### src/pkg/msc_pkg.sv
/*
  Constants for the statistics counter bank: register offsets, counter
  indices, control fields, reset values, read states and timing.
  Assumes a 16-bit byte address window on an AXI4-Lite bus.
*/
package msc_pkg;
  // Counter offsets (byte addresses)
  localparam logic [15:0] OFS_CRC_ERR    = 16'h4000;
  localparam logic [15:0] OFS_ALIGN_ERR  = 16'h4004;
  localparam logic [15:0] OFS_BAD_SYM    = 16'h4008;
  localparam logic [15:0] OFS_PHY_RX_ERR = 16'h400C;
  localparam logic [15:0] OFS_MISSED     = 16'h4010;
  localparam logic [15:0] OFS_SINGLE_COL = 16'h4014;
  localparam logic [15:0] OFS_EXCESS_COL = 16'h4018;
  localparam logic [15:0] OFS_MULTI_COL  = 16'h401C;
  localparam logic [15:0] OFS_LATE_COL   = 16'h4020;
  localparam logic [15:0] OFS_TOTAL_COL  = 16'h4028;
  localparam logic [15:0] OFS_DEFER      = 16'h4030;
  localparam logic [15:0] OFS_NO_CRS     = 16'h4034;
  // Control register of the bank
  localparam logic [15:0] OFS_STAT_CTRL  = 16'h40F0;

  // Counter indices inside the bank
  localparam int IDX_CRC    = 0;
  localparam int IDX_ALIGN  = 1;
  localparam int IDX_SYM    = 2;
  localparam int IDX_PHYERR = 3;
  localparam int IDX_MISS   = 4;
  localparam int IDX_SINGLE = 5;
  localparam int IDX_EXCESS = 6;
  localparam int IDX_MULTI  = 7;
  localparam int IDX_LATE   = 8;
  localparam int IDX_TOTAL  = 9;
  localparam int IDX_DEFER  = 10;
  localparam int IDX_NOCRS  = 11;
  localparam int NUM_CNT    = 12;
  localparam int CNT_W      = 32;

  // Control register fields
  localparam int CTRL_RX_EN  = 0;
  localparam int CTRL_TX_EN  = 1;
  localparam int CTRL_HALF   = 2;
  localparam int CTRL_MII    = 3;
  localparam int CTRL_SPD100 = 4;
  localparam int CTRL_THR_LO = 8;
  localparam logic [7:0] THR_RESET = 8'h10;

  // Collision limits
  localparam logic [4:0] COLL_LIMIT = 5'h10;
  localparam logic [7:0] THR_LIMIT  = 8'h10;

  // AXI responses
  localparam logic [1:0] RESP_OKAY   = 2'h0;
  localparam logic [1:0] RESP_SLVERR = 2'h2;

  // Event deadline
  localparam int CLK_PERIOD_NS     = 50;
  localparam int EVENT_DEADLINE_NS = 1000;
  localparam int EVENT_DEADLINE_CYC = EVENT_DEADLINE_NS / CLK_PERIOD_NS;

  // Read channel states
  typedef enum logic [1:0] {
    RD_IDLE = 2'b01,
    RD_RESP = 2'b10
  } msc_rd_state_t;
endpackage : msc_pkg

### src/rtl/msc_stats_top.sv
/*
  Statistics counter bank of an Ethernet MAC: twelve clear-on-read,
  saturating counters fed by receive and transmit event pulses, plus a
  control register, all behind an AXI4-Lite slave.
  Assumes event inputs are one-cycle pulses synchronous to SYS_CLK_IN.
*/
module msc_stats_top #(
  parameter int ADDR_W = 16
) (
  // Clock and reset
  input  wire logic              SYS_CLK_IN,
  input  wire logic              ARST_N_IN,
  // AXI4-Lite write address and data
  input  wire logic [ADDR_W-1:0] S_AXI_AWADDR_IN,
  input  wire logic              S_AXI_AWVALID_IN,
  output logic                   S_AXI_AWREADY_OUT,
  input  wire logic [31:0]       S_AXI_WDATA_IN,
  input  wire logic [3:0]        S_AXI_WSTRB_IN,
  input  wire logic              S_AXI_WVALID_IN,
  output logic                   S_AXI_WREADY_OUT,
  // AXI4-Lite write response
  output logic [1:0]             S_AXI_BRESP_OUT,
  output logic                   S_AXI_BVALID_OUT,
  input  wire logic              S_AXI_BREADY_IN,
  // AXI4-Lite read
  input  wire logic [ADDR_W-1:0] S_AXI_ARADDR_IN,
  input  wire logic              S_AXI_ARVALID_IN,
  output logic                   S_AXI_ARREADY_OUT,
  output logic [31:0]            S_AXI_RDATA_OUT,
  output logic [1:0]             S_AXI_RRESP_OUT,
  output logic                   S_AXI_RVALID_OUT,
  input  wire logic              S_AXI_RREADY_IN,
  // Receive path events
  input  wire logic              RX_FRAME_DONE_IN,
  input  wire logic              RX_ADDR_PASS_IN,
  input  wire logic              RX_LEN_GE64_IN,
  input  wire logic              RX_CRC_BAD_IN,
  input  wire logic              RX_ALIGN_BAD_IN,
  input  wire logic              RX_PHY_ERR_IN,
  input  wire logic              RX_BAD_SYMBOL_IN,
  input  wire logic              RX_MISS_IN,
  // Transmit path events
  input  wire logic              TX_DONE_IN,
  input  wire logic              TX_OK_IN,
  input  wire logic [4:0]        TX_COLL_NUM_IN,
  input  wire logic              TX_EXCESS_IN,
  input  wire logic              TX_LATE_COLL_IN,
  input  wire logic              TX_COLLISION_IN,
  input  wire logic              TX_DEFER_IN,
  input  wire logic              TX_DEFER_IPG_ONLY_IN,
  input  wire logic              TX_CRS_SEEN_IN,
  // Interrupt cause
  output logic                   RX_OVERRUN_CAUSE_OUT
);

  typedef logic [msc_pkg::NUM_CNT-1:0][msc_pkg::CNT_W-1:0] msc_bank_t;

  typedef struct packed {
    msc_bank_t             cnt;
    logic                  rx_en;
    logic                  transmit_enable_bit;
    logic                  half;
    logic                  mii;
    logic                  spd100;
    logic [7:0]            thr;
    msc_pkg::msc_rd_state_t rd_st;
    logic                  arready;
    logic                  rvalid;
    logic [31:0]           rdata;
    logic [1:0]            rresp;
    logic                  awready;
    logic                  wready;
    logic                  aw_got;
    logic                  w_got;
    logic                  bvalid;
    logic [1:0]            bresp;
    logic [ADDR_W-1:0]     awaddr;
    logic [31:0]           wdata;
    logic [3:0]            wstrb;
    logic                  overrun;
  } msc_state_t;

  msc_state_t                  st_ff;
  msc_state_t                  nxt_st;
  logic [msc_pkg::NUM_CNT-1:0] inc;
  logic [msc_pkg::NUM_CNT-1:0] clr;
  logic                        ar_take;
  logic                        ar_hit;
  logic [3:0]                  ar_idx;
  logic                        rx_ok;
  logic                        tx_hd;
  logic                        tx_good;
  logic [31:0]                 ctrl_word;

  // Address to counter index, with hit flag in the top bit
  function automatic logic [4:0] map_addr(input logic [ADDR_W-1:0] a);
    logic [4:0] r;
    r = 5'h00;
    case (16'(a))
      msc_pkg::OFS_CRC_ERR:    r = 5'h10;
      msc_pkg::OFS_ALIGN_ERR:  r = 5'h11;
      msc_pkg::OFS_BAD_SYM:    r = 5'h12;
      msc_pkg::OFS_PHY_RX_ERR: r = 5'h13;
      msc_pkg::OFS_MISSED:     r = 5'h14;
      msc_pkg::OFS_SINGLE_COL: r = 5'h15;
      msc_pkg::OFS_EXCESS_COL: r = 5'h16;
      msc_pkg::OFS_MULTI_COL:  r = 5'h17;
      msc_pkg::OFS_LATE_COL:   r = 5'h18;
      msc_pkg::OFS_TOTAL_COL:  r = 5'h19;
      msc_pkg::OFS_DEFER:      r = 5'h1A;
      msc_pkg::OFS_NO_CRS:     r = 5'h1B;
      default:                 r = 5'h00;
    endcase
    return r;
  endfunction : map_addr

  // Read address decode and clear vector
  assign ar_take = S_AXI_ARVALID_IN && st_ff.arready;
  assign {ar_hit, ar_idx} = map_addr(S_AXI_ARADDR_IN);
  always_comb
  begin
    clr = '0;
    if (ar_take && ar_hit)
    begin
      clr[ar_idx] = 1'b1;
    end
  end

  // Control register image
  always_comb
  begin
    ctrl_word = 32'h0000_0000;
    ctrl_word[msc_pkg::CTRL_RX_EN]  = st_ff.rx_en;
    ctrl_word[msc_pkg::CTRL_TX_EN]  = st_ff.transmit_enable_bit;
    ctrl_word[msc_pkg::CTRL_HALF]   = st_ff.half;
    ctrl_word[msc_pkg::CTRL_MII]    = st_ff.mii;
    ctrl_word[msc_pkg::CTRL_SPD100] = st_ff.spd100;
    ctrl_word[msc_pkg::CTRL_THR_LO +: 8] = st_ff.thr;
  end

  // Event decode and gating
  always_comb
  begin
    inc = '0;
    // Frame accepted by filters and written to packet buffer
    rx_ok   = st_ff.rx_en && RX_FRAME_DONE_IN && RX_ADDR_PASS_IN
              && RX_LEN_GE64_IN;
    tx_hd   = st_ff.transmit_enable_bit && st_ff.half;
    tx_good = TX_DONE_IN && TX_OK_IN;
    inc[msc_pkg::IDX_CRC]    = rx_ok && RX_CRC_BAD_IN;
    inc[msc_pkg::IDX_ALIGN]  = rx_ok && RX_ALIGN_BAD_IN && st_ff.mii;
    inc[msc_pkg::IDX_SYM]    = RX_BAD_SYMBOL_IN;
    inc[msc_pkg::IDX_PHYERR] = rx_ok && RX_PHY_ERR_IN;
    inc[msc_pkg::IDX_MISS]   = st_ff.rx_en && RX_MISS_IN;
    inc[msc_pkg::IDX_SINGLE] = tx_hd && tx_good
                               && (TX_COLL_NUM_IN == 5'h01);
    inc[msc_pkg::IDX_EXCESS] = tx_hd && TX_EXCESS_IN
                               && (st_ff.thr >= msc_pkg::THR_LIMIT);
    inc[msc_pkg::IDX_MULTI]  = tx_hd && tx_good && (TX_COLL_NUM_IN > 5'h01)
                               && (TX_COLL_NUM_IN < msc_pkg::COLL_LIMIT);
    inc[msc_pkg::IDX_LATE]   = tx_hd && TX_LATE_COLL_IN;
    inc[msc_pkg::IDX_TOTAL]  = tx_hd && TX_COLLISION_IN;
    inc[msc_pkg::IDX_DEFER]  = st_ff.transmit_enable_bit && TX_DEFER_IN
                               && !TX_DEFER_IPG_ONLY_IN;
    inc[msc_pkg::IDX_NOCRS]  = st_ff.transmit_enable_bit && tx_good
                               && !TX_CRS_SEEN_IN
                               && (!st_ff.half || st_ff.spd100);
  end

  // Next state of the whole block
  always_comb
  begin
    nxt_st = st_ff;
    // Counters: clear on read, event wins into the fresh count
    for (int k = 0; k < msc_pkg::NUM_CNT; k++)
    begin
      if (clr[k])
      begin
        nxt_st.cnt[k] = inc[k] ? 32'h0000_0001 : 32'h0000_0000;
      end
      else if (inc[k] && (st_ff.cnt[k] != 32'hFFFF_FFFF))
      begin
        nxt_st.cnt[k] = st_ff.cnt[k] + 32'h0000_0001;
      end
    end
    // Overrun cause pulse
    nxt_st.overrun = inc[msc_pkg::IDX_MISS];
    // Read channel
    case (st_ff.rd_st)
      msc_pkg::RD_IDLE:
      begin
        if (ar_take)
        begin
          nxt_st.rd_st   = msc_pkg::RD_RESP;
          nxt_st.arready = 1'b0;
          nxt_st.rvalid  = 1'b1;
          nxt_st.rresp   = msc_pkg::RESP_OKAY;
          if (ar_hit)
          begin
            nxt_st.rdata = st_ff.cnt[ar_idx];
          end
          else if (16'(S_AXI_ARADDR_IN) == msc_pkg::OFS_STAT_CTRL)
          begin
            nxt_st.rdata = ctrl_word;
          end
          else
          begin
            nxt_st.rdata = 32'h0000_0000;
            nxt_st.rresp = msc_pkg::RESP_SLVERR;
          end
        end
      end
      msc_pkg::RD_RESP:
      begin
        if (S_AXI_RREADY_IN)
        begin
          nxt_st.rd_st   = msc_pkg::RD_IDLE;
          nxt_st.rvalid  = 1'b0;
          nxt_st.arready = 1'b1;
        end
      end
      default:
      begin
        nxt_st.rd_st   = msc_pkg::RD_IDLE;
        nxt_st.rvalid  = 1'b0;
        nxt_st.arready = 1'b1;
      end
    endcase
    // Write address and data taken in either order
    if (S_AXI_AWVALID_IN && st_ff.awready)
    begin
      nxt_st.awaddr  = S_AXI_AWADDR_IN;
      nxt_st.aw_got  = 1'b1;
      nxt_st.awready = 1'b0;
    end
    if (S_AXI_WVALID_IN && st_ff.wready)
    begin
      nxt_st.wdata  = S_AXI_WDATA_IN;
      nxt_st.wstrb  = S_AXI_WSTRB_IN;
      nxt_st.w_got  = 1'b1;
      nxt_st.wready = 1'b0;
    end
    // Write commit once both halves are held
    if (st_ff.aw_got && st_ff.w_got && !st_ff.bvalid)
    begin
      nxt_st.aw_got = 1'b0;
      nxt_st.w_got  = 1'b0;
      nxt_st.bvalid = 1'b1;
      nxt_st.bresp  = msc_pkg::RESP_OKAY;
      if (16'(st_ff.awaddr) == msc_pkg::OFS_STAT_CTRL)
      begin
        if (st_ff.wstrb[0])
        begin
          nxt_st.rx_en  = st_ff.wdata[msc_pkg::CTRL_RX_EN];
          nxt_st.transmit_enable_bit = st_ff.wdata[msc_pkg::CTRL_TX_EN];
          nxt_st.half   = st_ff.wdata[msc_pkg::CTRL_HALF];
          nxt_st.mii    = st_ff.wdata[msc_pkg::CTRL_MII];
          nxt_st.spd100 = st_ff.wdata[msc_pkg::CTRL_SPD100];
        end
        if (st_ff.wstrb[1])
        begin
          nxt_st.thr = st_ff.wdata[msc_pkg::CTRL_THR_LO +: 8];
        end
      end
      else if (map_addr(st_ff.awaddr) == 5'h00)
      begin
        nxt_st.bresp = msc_pkg::RESP_SLVERR; // Unmapped writes refused
      end
    end
    // Write response retire
    if (st_ff.bvalid && S_AXI_BREADY_IN)
    begin
      nxt_st.bvalid  = 1'b0;
      nxt_st.awready = 1'b1;
      nxt_st.wready  = 1'b1;
    end
  end

  // State register
  always_ff @(posedge SYS_CLK_IN or negedge ARST_N_IN)
  begin
    if (!ARST_N_IN)
    begin
      st_ff         <= '0;
      st_ff.thr     <= msc_pkg::THR_RESET;
      st_ff.rd_st   <= msc_pkg::RD_IDLE;
      st_ff.arready <= 1'b1;
      st_ff.awready <= 1'b1;
      st_ff.wready  <= 1'b1;
    end
    else
    begin
      st_ff <= nxt_st;
    end
  end

  // Outputs straight from the state register
  assign S_AXI_AWREADY_OUT    = st_ff.awready;
  assign S_AXI_WREADY_OUT     = st_ff.wready;
  assign S_AXI_BRESP_OUT      = st_ff.bresp;
  assign S_AXI_BVALID_OUT     = st_ff.bvalid;
  assign S_AXI_ARREADY_OUT    = st_ff.arready;
  assign S_AXI_RDATA_OUT      = st_ff.rdata;
  assign S_AXI_RRESP_OUT      = st_ff.rresp;
  assign S_AXI_RVALID_OUT     = st_ff.rvalid;
  assign RX_OVERRUN_CAUSE_OUT = st_ff.overrun;

  localparam int DL_CYC = msc_pkg::EVENT_DEADLINE_CYC;
  logic [31:0] sel_cnt;
  assign sel_cnt = st_ff.cnt[ar_idx];

  for (genvar g = 0; g < msc_pkg::NUM_CNT; g++)
  begin : g_chk

  end
endmodule : msc_stats_top

### config.mk
export PLATFORM = sky130hd
export DESIGN_NAME = msc_stats_top
export DESIGN_NICKNAME = d
export VERILOG_FILES = /design/src/pkg/msc_pkg.sv /design/src/rtl/msc_stats_top.sv
export SDC_FILE = /design/constraint.sdc
export NUM_CORES = 1
export LEC_CHECK = 0
export ABC_AREA = 1
export BUFFER_PORTS_ARGS = -buffer_cell sky130_fd_sc_hd__buf_2
export CAP_MARGIN = 25
export CELL_PAD_IN_SITES_DETAIL_PLACEMENT = 1
export CELL_PAD_IN_SITES_GLOBAL_PLACEMENT = 2
export CORE_MARGIN = 4
export CORE_UTILIZATION = 39
export CTS_CLUSTER_SIZE = 24
export DETAILED_ROUTE_END_ITERATION = 12
export PLACE_DENSITY_LB_ADDON = 0.1
export SKIP_CTS_REPAIR_TIMING = 1
export SYNTH_ARGS = -nofsm -noshare
export SYNTH_HDL_FRONTEND = slang
export SYNTH_SLANG_ARGS = --single-unit
### constraint.sdc
create_clock -name SYS_CLK_IN -period 5.39 [get_ports SYS_CLK_IN]
set_clock_uncertainty 0.1 [all_clocks]
set_input_delay 0.8085 -clock SYS_CLK_IN [delete_from_list [all_inputs] [get_ports SYS_CLK_IN]]
set_output_delay 0.8085 -clock SYS_CLK_IN [all_outputs]
set_load 0.05 [all_outputs]
# [After elaboration in Yosys (flattened, before gate mapping)]
# Cells that the tools add are included.
[totals] input_bits=96 output_inout_bits=42 word_cells=224 reg_bits=477
[classes] n_eq_ne=43 n_mux=61 reduce_logical=70 addsub=12 order_cmp=5
[op_table] operator="32-bit 2-to-1 mux" count=26
[op_table] operator="16-bit by 15-bit == test with 1-bit output (second input constant)" count=26
[op_table] operator="32-bit by 1-bit adder with 32-bit output (second input constant)" count=12
[op_table] operator="32-bit inequality test (second input constant)" count=12
[op_table] operator="32-bit binary-select mux with 4-bit select" count=1
[op_table] operator="5-bit one-hot mux with 12 select lines" count=2
[op_table] operator="1-bit logical AND" count=43
[op_table] operator="38-bit 2-to-1 mux" count=1
[op_table] operator="2-bit nonzero test" count=17
[op_table] operator="1-bit 2-to-1 mux" count=18
[op_table] operator="16-bit 2-to-1 mux" count=1
[op_table] operator="5-bit 2-to-1 mux" count=3
[op_table] operator="12-bit 2-to-1 mux" count=1
[op_table] operator="2-bit 2-to-1 mux" count=5
[op_table] operator="8-bit by 5-bit greater-or-equal comparator with 1-bit output (second input constant)" count=1
[op_table] operator="4-bit one-hot mux with 2 select lines" count=1
[op_table] operator="3-bit AND reduction" count=2
[op_table] operator="5-bit by 1-bit == test with 1-bit output (second input constant)" count=1
[op_table] operator="5-bit by 1-bit > comparator with 1-bit output (second input constant)" count=1
[op_table] operator="5-bit zero test" count=1
[op_table] operator="4-bit by 5-bit less-than comparator with 1-bit output (second input constant)" count=1
[op_table] operator="5-bit less-than comparator (second input constant)" count=1
[op_table] operator="1-bit demux with 4-bit select" count=1
[op_table] operator="4-bit by 1-bit greater-or-equal comparator with 1-bit output (second input constant)" count=1
[op_table] operator="other kinds (7)" count=12

# [Depth between registers and ports, before layout]
[depth] word_depth=9 mapped_depth=17 ltp_nobuf=17

# [Worst setup path before layout]
# Ideal clock, no wire load.
[synth_timing] path_type="in2reg" from="in S_AXI_ARADDR_IN[11]" to="reg st_ff[249] (netlist bit)" arrival_ns=2.414 cell_stages=14 setup_time_ns=0.136 setup_slack_ns=2.740 n_path_buf=0 required_time_ns=5.154 cell_sequence="nor2_1 nand2_1 nor2_8 nand2_2 nor2_4 inv_2 nor2_4 inv_2 nor2_4 nor2_4 nor2_2 nand2_1 nor3_1 nor3_1"
[synth_between] elab_chain_cells=8 word_cells_on_any_way=22 classes_between="order compare: 2; eq/ne: 12; mux: 5; reduce/logical: 3"
[synth_lines] element="from (decl)" line="msc_stats_top.sv:26" source="input wire logic [ADDR_W-1:0] S_AXI_ARADDR_IN,"
[synth_lines] element="16-bit by 15-bit == test with 1-bit output" line="msc_stats_top.sv:99" source="case (16'(a))"
[synth_lines] element="5-bit one-hot mux with 12 select lines (*)" line="msc_stats_top.sv:99"
[synth_lines] element="4-bit by 5-bit less-than comparator with 1-bit output or 4-bit by 1-bit greater-or-equal comparator with 1-bit output (tied branches)"
[synth_lines] element="1-bit logical AND (not written as such)" line="msc_stats_top.sv:125" source="clr[ar_idx] = 1'b1;"
[synth_lines] element="1-bit 2-to-1 mux (not written as such)" line="msc_stats_top.sv:125"
[synth_lines] element="1-bit demux with 4-bit select" line="msc_stats_top.sv:125"
[synth_lines] element="12-bit 2-to-1 mux (*)" line="msc_stats_top.sv:123" source="if (ar_take && ar_hit)"
[synth_lines] element="32-bit 2-to-1 mux or 2-bit nonzero test (tied branches)"
[synth_lines] element="to (signal assigned)" line="msc_stats_top.sv:293" source="st_ff <= nxt_st;"
[synth_lines] element="to (decl)" line="msc_stats_top.sv:83" source="msc_state_t st_ff;"
# Mark *: on every way between the ends. The rest lies on a longest branch, timed or not.
# A chain may end at the register's enable or synchronous reset.

# [Final worst setup path]
[layout_timing] from="in S_AXI_ARADDR_IN[14]" to="reg st_ff[382] (netlist bit)"
# The elaborated chain is that of the path after synthesis.

==> out/summary.md <==
## Timing
- 1.08 ns — transition time at the pin with the least slew margin
- 0.257 ns — worst hold margin
- 27.6% — worst rel slew slack
- 3.95 ns — time the final worst path needs with I/O delays and setup
- 73.3% — Final Cycle Share
- 253 MHz — achievable frequency
- 0 ns — final sum of negative setup slack
- 0 — count of final hold-check violations
- 0 — max-slew violation count
- false — unrepaired setup endpoints after global routing
- 0 — count of final setup violators

## Finish
- 7.69% — fraction of final layout cells sized beyond drive strength 1
- 4625 — number of nets in the layout
- nand2_1 — most frequent standard cell in the layout excluding fill and tap cells
- 0 — antenna cells
- 10.6% — layout overhead on the synthesized area
- 1143 x nand2_1, 534 x inv_1, 503 x nor2_1, 466 x dfrtp_1, 283 x nand3_1 — most used cells in the layout excluding fill and tap cells

## Min path
- primary input to flip-flop — HP Class

## Clock tree
- built — TritonCTS clock tree
- 0.64 ns — Clk Latency, worst-skew pair
- 2 — number of H-tree branching levels
- 470 — TritonCTS Sinks
- 3 — Longest Clk Path Bufs
- clkbuf_16 — root buffer cell
- 59 — Num CTS Buffers
- 0.06 ns — clock slew at reported path FFs

## Worst setup path
- 4.36 ns — arrival time at the worst endpoint
- simple AND/OR/NAND/NOR gates — CP top delay family
- buf_2 > inv_1 > nor2_1 > nand2_1 > nor2_8 > nand3_1 > nand2_4 > inv_2 > buf_4 > nand3_4 > nor2_4 > inv_2 > nand2_4 > clkinv_1 > nand2_1 > nand2_1 — ordered cell list for the critical path
- nand2_1 — Most common cell on crit path
- primary input — sort of element at the start of the critical path
- primary input to flip-flop — kind of critical path
- 6 — buffers and inverters on the worst path
- 0.62 ns — CP peak stage delay
- 56 — crit-path max FO
- buf_4 — Slowest cell on crit path
- flip-flop — crit end category
- 5.79 ns — critical path required time

## Logic synthesis
- 0.0308 mm² — area of the mapped netlist
- 6.90 µm² — synthesized area per cell
- 38.2% — sequential cell area fraction in the yosys report
- 0 — count of warnings emitted by yosys
- 64 — post-synth cell types
- 37.8% — share of the synthesized area in the top cell type
- dfrtp_1 — top flip-flop cell by instance count after synthesis
- 4468 — Syn Inst Count
- dfrtp_1 — cell type with the largest total area after synthesis
- dfrtp_1 38%, nand2_1 14%, inv_1 6.5% — most area-consuming cells after synthesis
- 100% — share of flip-flops with an asynchronous set or reset after synthesis
- 470 — FF+latch count, synth
- 0 — number of enable flip-flop cells after synthesis

## Floorplanning
- 289 µm — overall die height
- 289 µm — horizontal die dimension
- 39.6% — Starting Density
- 0.0778 mm² — placeable core region
- 102 — site row count
- 0.0836 mm² — DIE AREA
- 138 — I/O pin count

## Power
- 27.7% — switching part of the total power
- 46.2% — portion of total power attributed to the clock network
- 2.41 mW — net switching power
- 9.1% — proportion of power drawn by combinational gates
- 0.293 mV — IR Drop Worst-Case VDD
- 6.28 mW — Int Power
- 44.7% — Sequential Power Share
- 255 mW/mm² — total power per unit cell area
- 15.9 nW — total leakage power

## Route
- 7 — drt first pass iters
- 31403 — number of vias in the routed layout
- 0 — Post-route DRC
- 129000 µm — drt total wl
- 5.60 — vias per cell
- 2646 — number of design-rule violations left by the first detailed-router iteration
- 0 — post-route ant nets
- 23.1 µm — average detailed-routed wire length per instance

## Run status
- completed — outcome

## Global routing
- 138 — largest net degree at the start of global routing
- 0 — global-route congestion overflow total
- 30.8% — Global Route Usage Sum
- 4 — number of antenna violations at the first check in global routing
- 31325 — via count of the first global-routing pass
- 197000 µm — global-route wire length before repair

## Placement
- 101000 µm — half-perimeter wire length after placement
- 0.970 — routability-driven placement congestion ratio
- 114 — number of input and output port buffers inserted

## Run
- 0 — max cap viols

## cell families (layout without fill, tap and decap cells)
kind of cell,Yosys count,after routing,share of synthesized area (%)
adder cells (fa/ha/maj),12,12,0.487
AND/OR/NAND/NOR,2569,2569,37.9
flip-flops,470,470,38.2
AO/OA/AOI/OAI,560,560,10.0
XOR/XNOR,133,133,3.78
other,1,2,0.0122
buffers and inverters,723,820,9.66
## registers in the layout (all words and copies together), names as in the netlist
register and count:
S_AXI_RRESP_OUT 1, RX_OVERRUN_CAUSE_OUT 1, S_AXI_BVALID_OUT 1, st_ff 419, S_AXI_RDATA_OUT 32, S_AXI_BRESP_OUT 1, S_AXI_WREADY_OUT 1, ctrl_word 13
S_AXI_AWREADY_OUT 1
## power by group through the flow
stage	combinational [mW]	sequential (mW)	clock, mW
after floorplan	0.555	3.93	0
after global placement	0.781	3.94	0
after detailed placement	0.803	3.94	0
after CTS	0.807	3.88	4.10
after global routing	0.894	3.91	4.25
final	0.791	3.89	4.02
## cells in the mapped netlist (15+ instances only)
master,instances
dfrtp_1,466
o21ai_0,238
clkbuf_1,46
nand2_1,1143
buf_1,17
o21ai_1,23
nand3b_1,74
nor3_1,213
a31oi_1,19
o22ai_1,17
o31ai_1,15
buf_2,43
nand2_2,21
nand4_1,184
inv_1,534
inv_2,25
nor4_1,61
nand3_1,283
buf_4,45
xnor2_1,38
nor2_1,504
a21oi_1,184
xor2_1,95
## routing by layer
layer  wire length (µm)  track usage [%]  vias up
met3               7950             4.30      201
li1                   -                -    14800
met1              59300             43.7    15532
met4               4420             9.27        4
met5                 28                0        -
met2              57800             49.0      866
## final cells by class
class                           instances  area [µm²]
Clock buffer                           84        1710
Timing Repair Buffer                  144         871
Inverter                              566        2130
Fill cell                           10084       43800
Clock inverter                         26         216
Sequential cell                       470       11800
Tap cell                             1040        1300
Multi-Input combinational cell       3276       16100
## worst paths after layout
kind / start / end / slack [ns] / cells after the start
setup / recovery: S_AXI_ARADDR_IN[14] / st_ff[382]$_DFFE_PN0P_ / 1.44 / 16
hold / removal: S_AXI_AWVALID_IN / S_AXI_AWREADY_OUT$_DFFE_PN1P_ / 0.26 / 2
setup reg to reg: st_ff[96]$_DFFE_PN1P_ / st_ff[193]$_DFFE_PN0P_ / 1.89 / 9
hold reg to reg: st_ff[48]$_DFFE_PN0P_ / st_ff[48]$_DFFE_PN0P_ / 0.37 / 2
max in group asynchronous: ARST_N_IN / st_ff[341]$_DFFE_PN0P_ / 3.47 / 3
min in group asynchronous: ARST_N_IN / st_ff[445]$_DFFE_PN0P_ / 0.56 / 2
## through the flow
step                      instance area, µm²  cells  setup slack (ns)  utilization (%)  power [mW]
after global routing                   34100   5606              1.20             43.8        9.05
after global placement                 32100   5494             0.896             41.3        4.72
after floorplan                        30800   4469              2.74                -        4.49
final                                  34100   5606              1.44             43.8        8.69
after detailed placement               32100   5494             0.846             41.3        4.74
after CTS                              34100   5604              1.50             43.7        8.80
(Power assumes the default switching activity.)
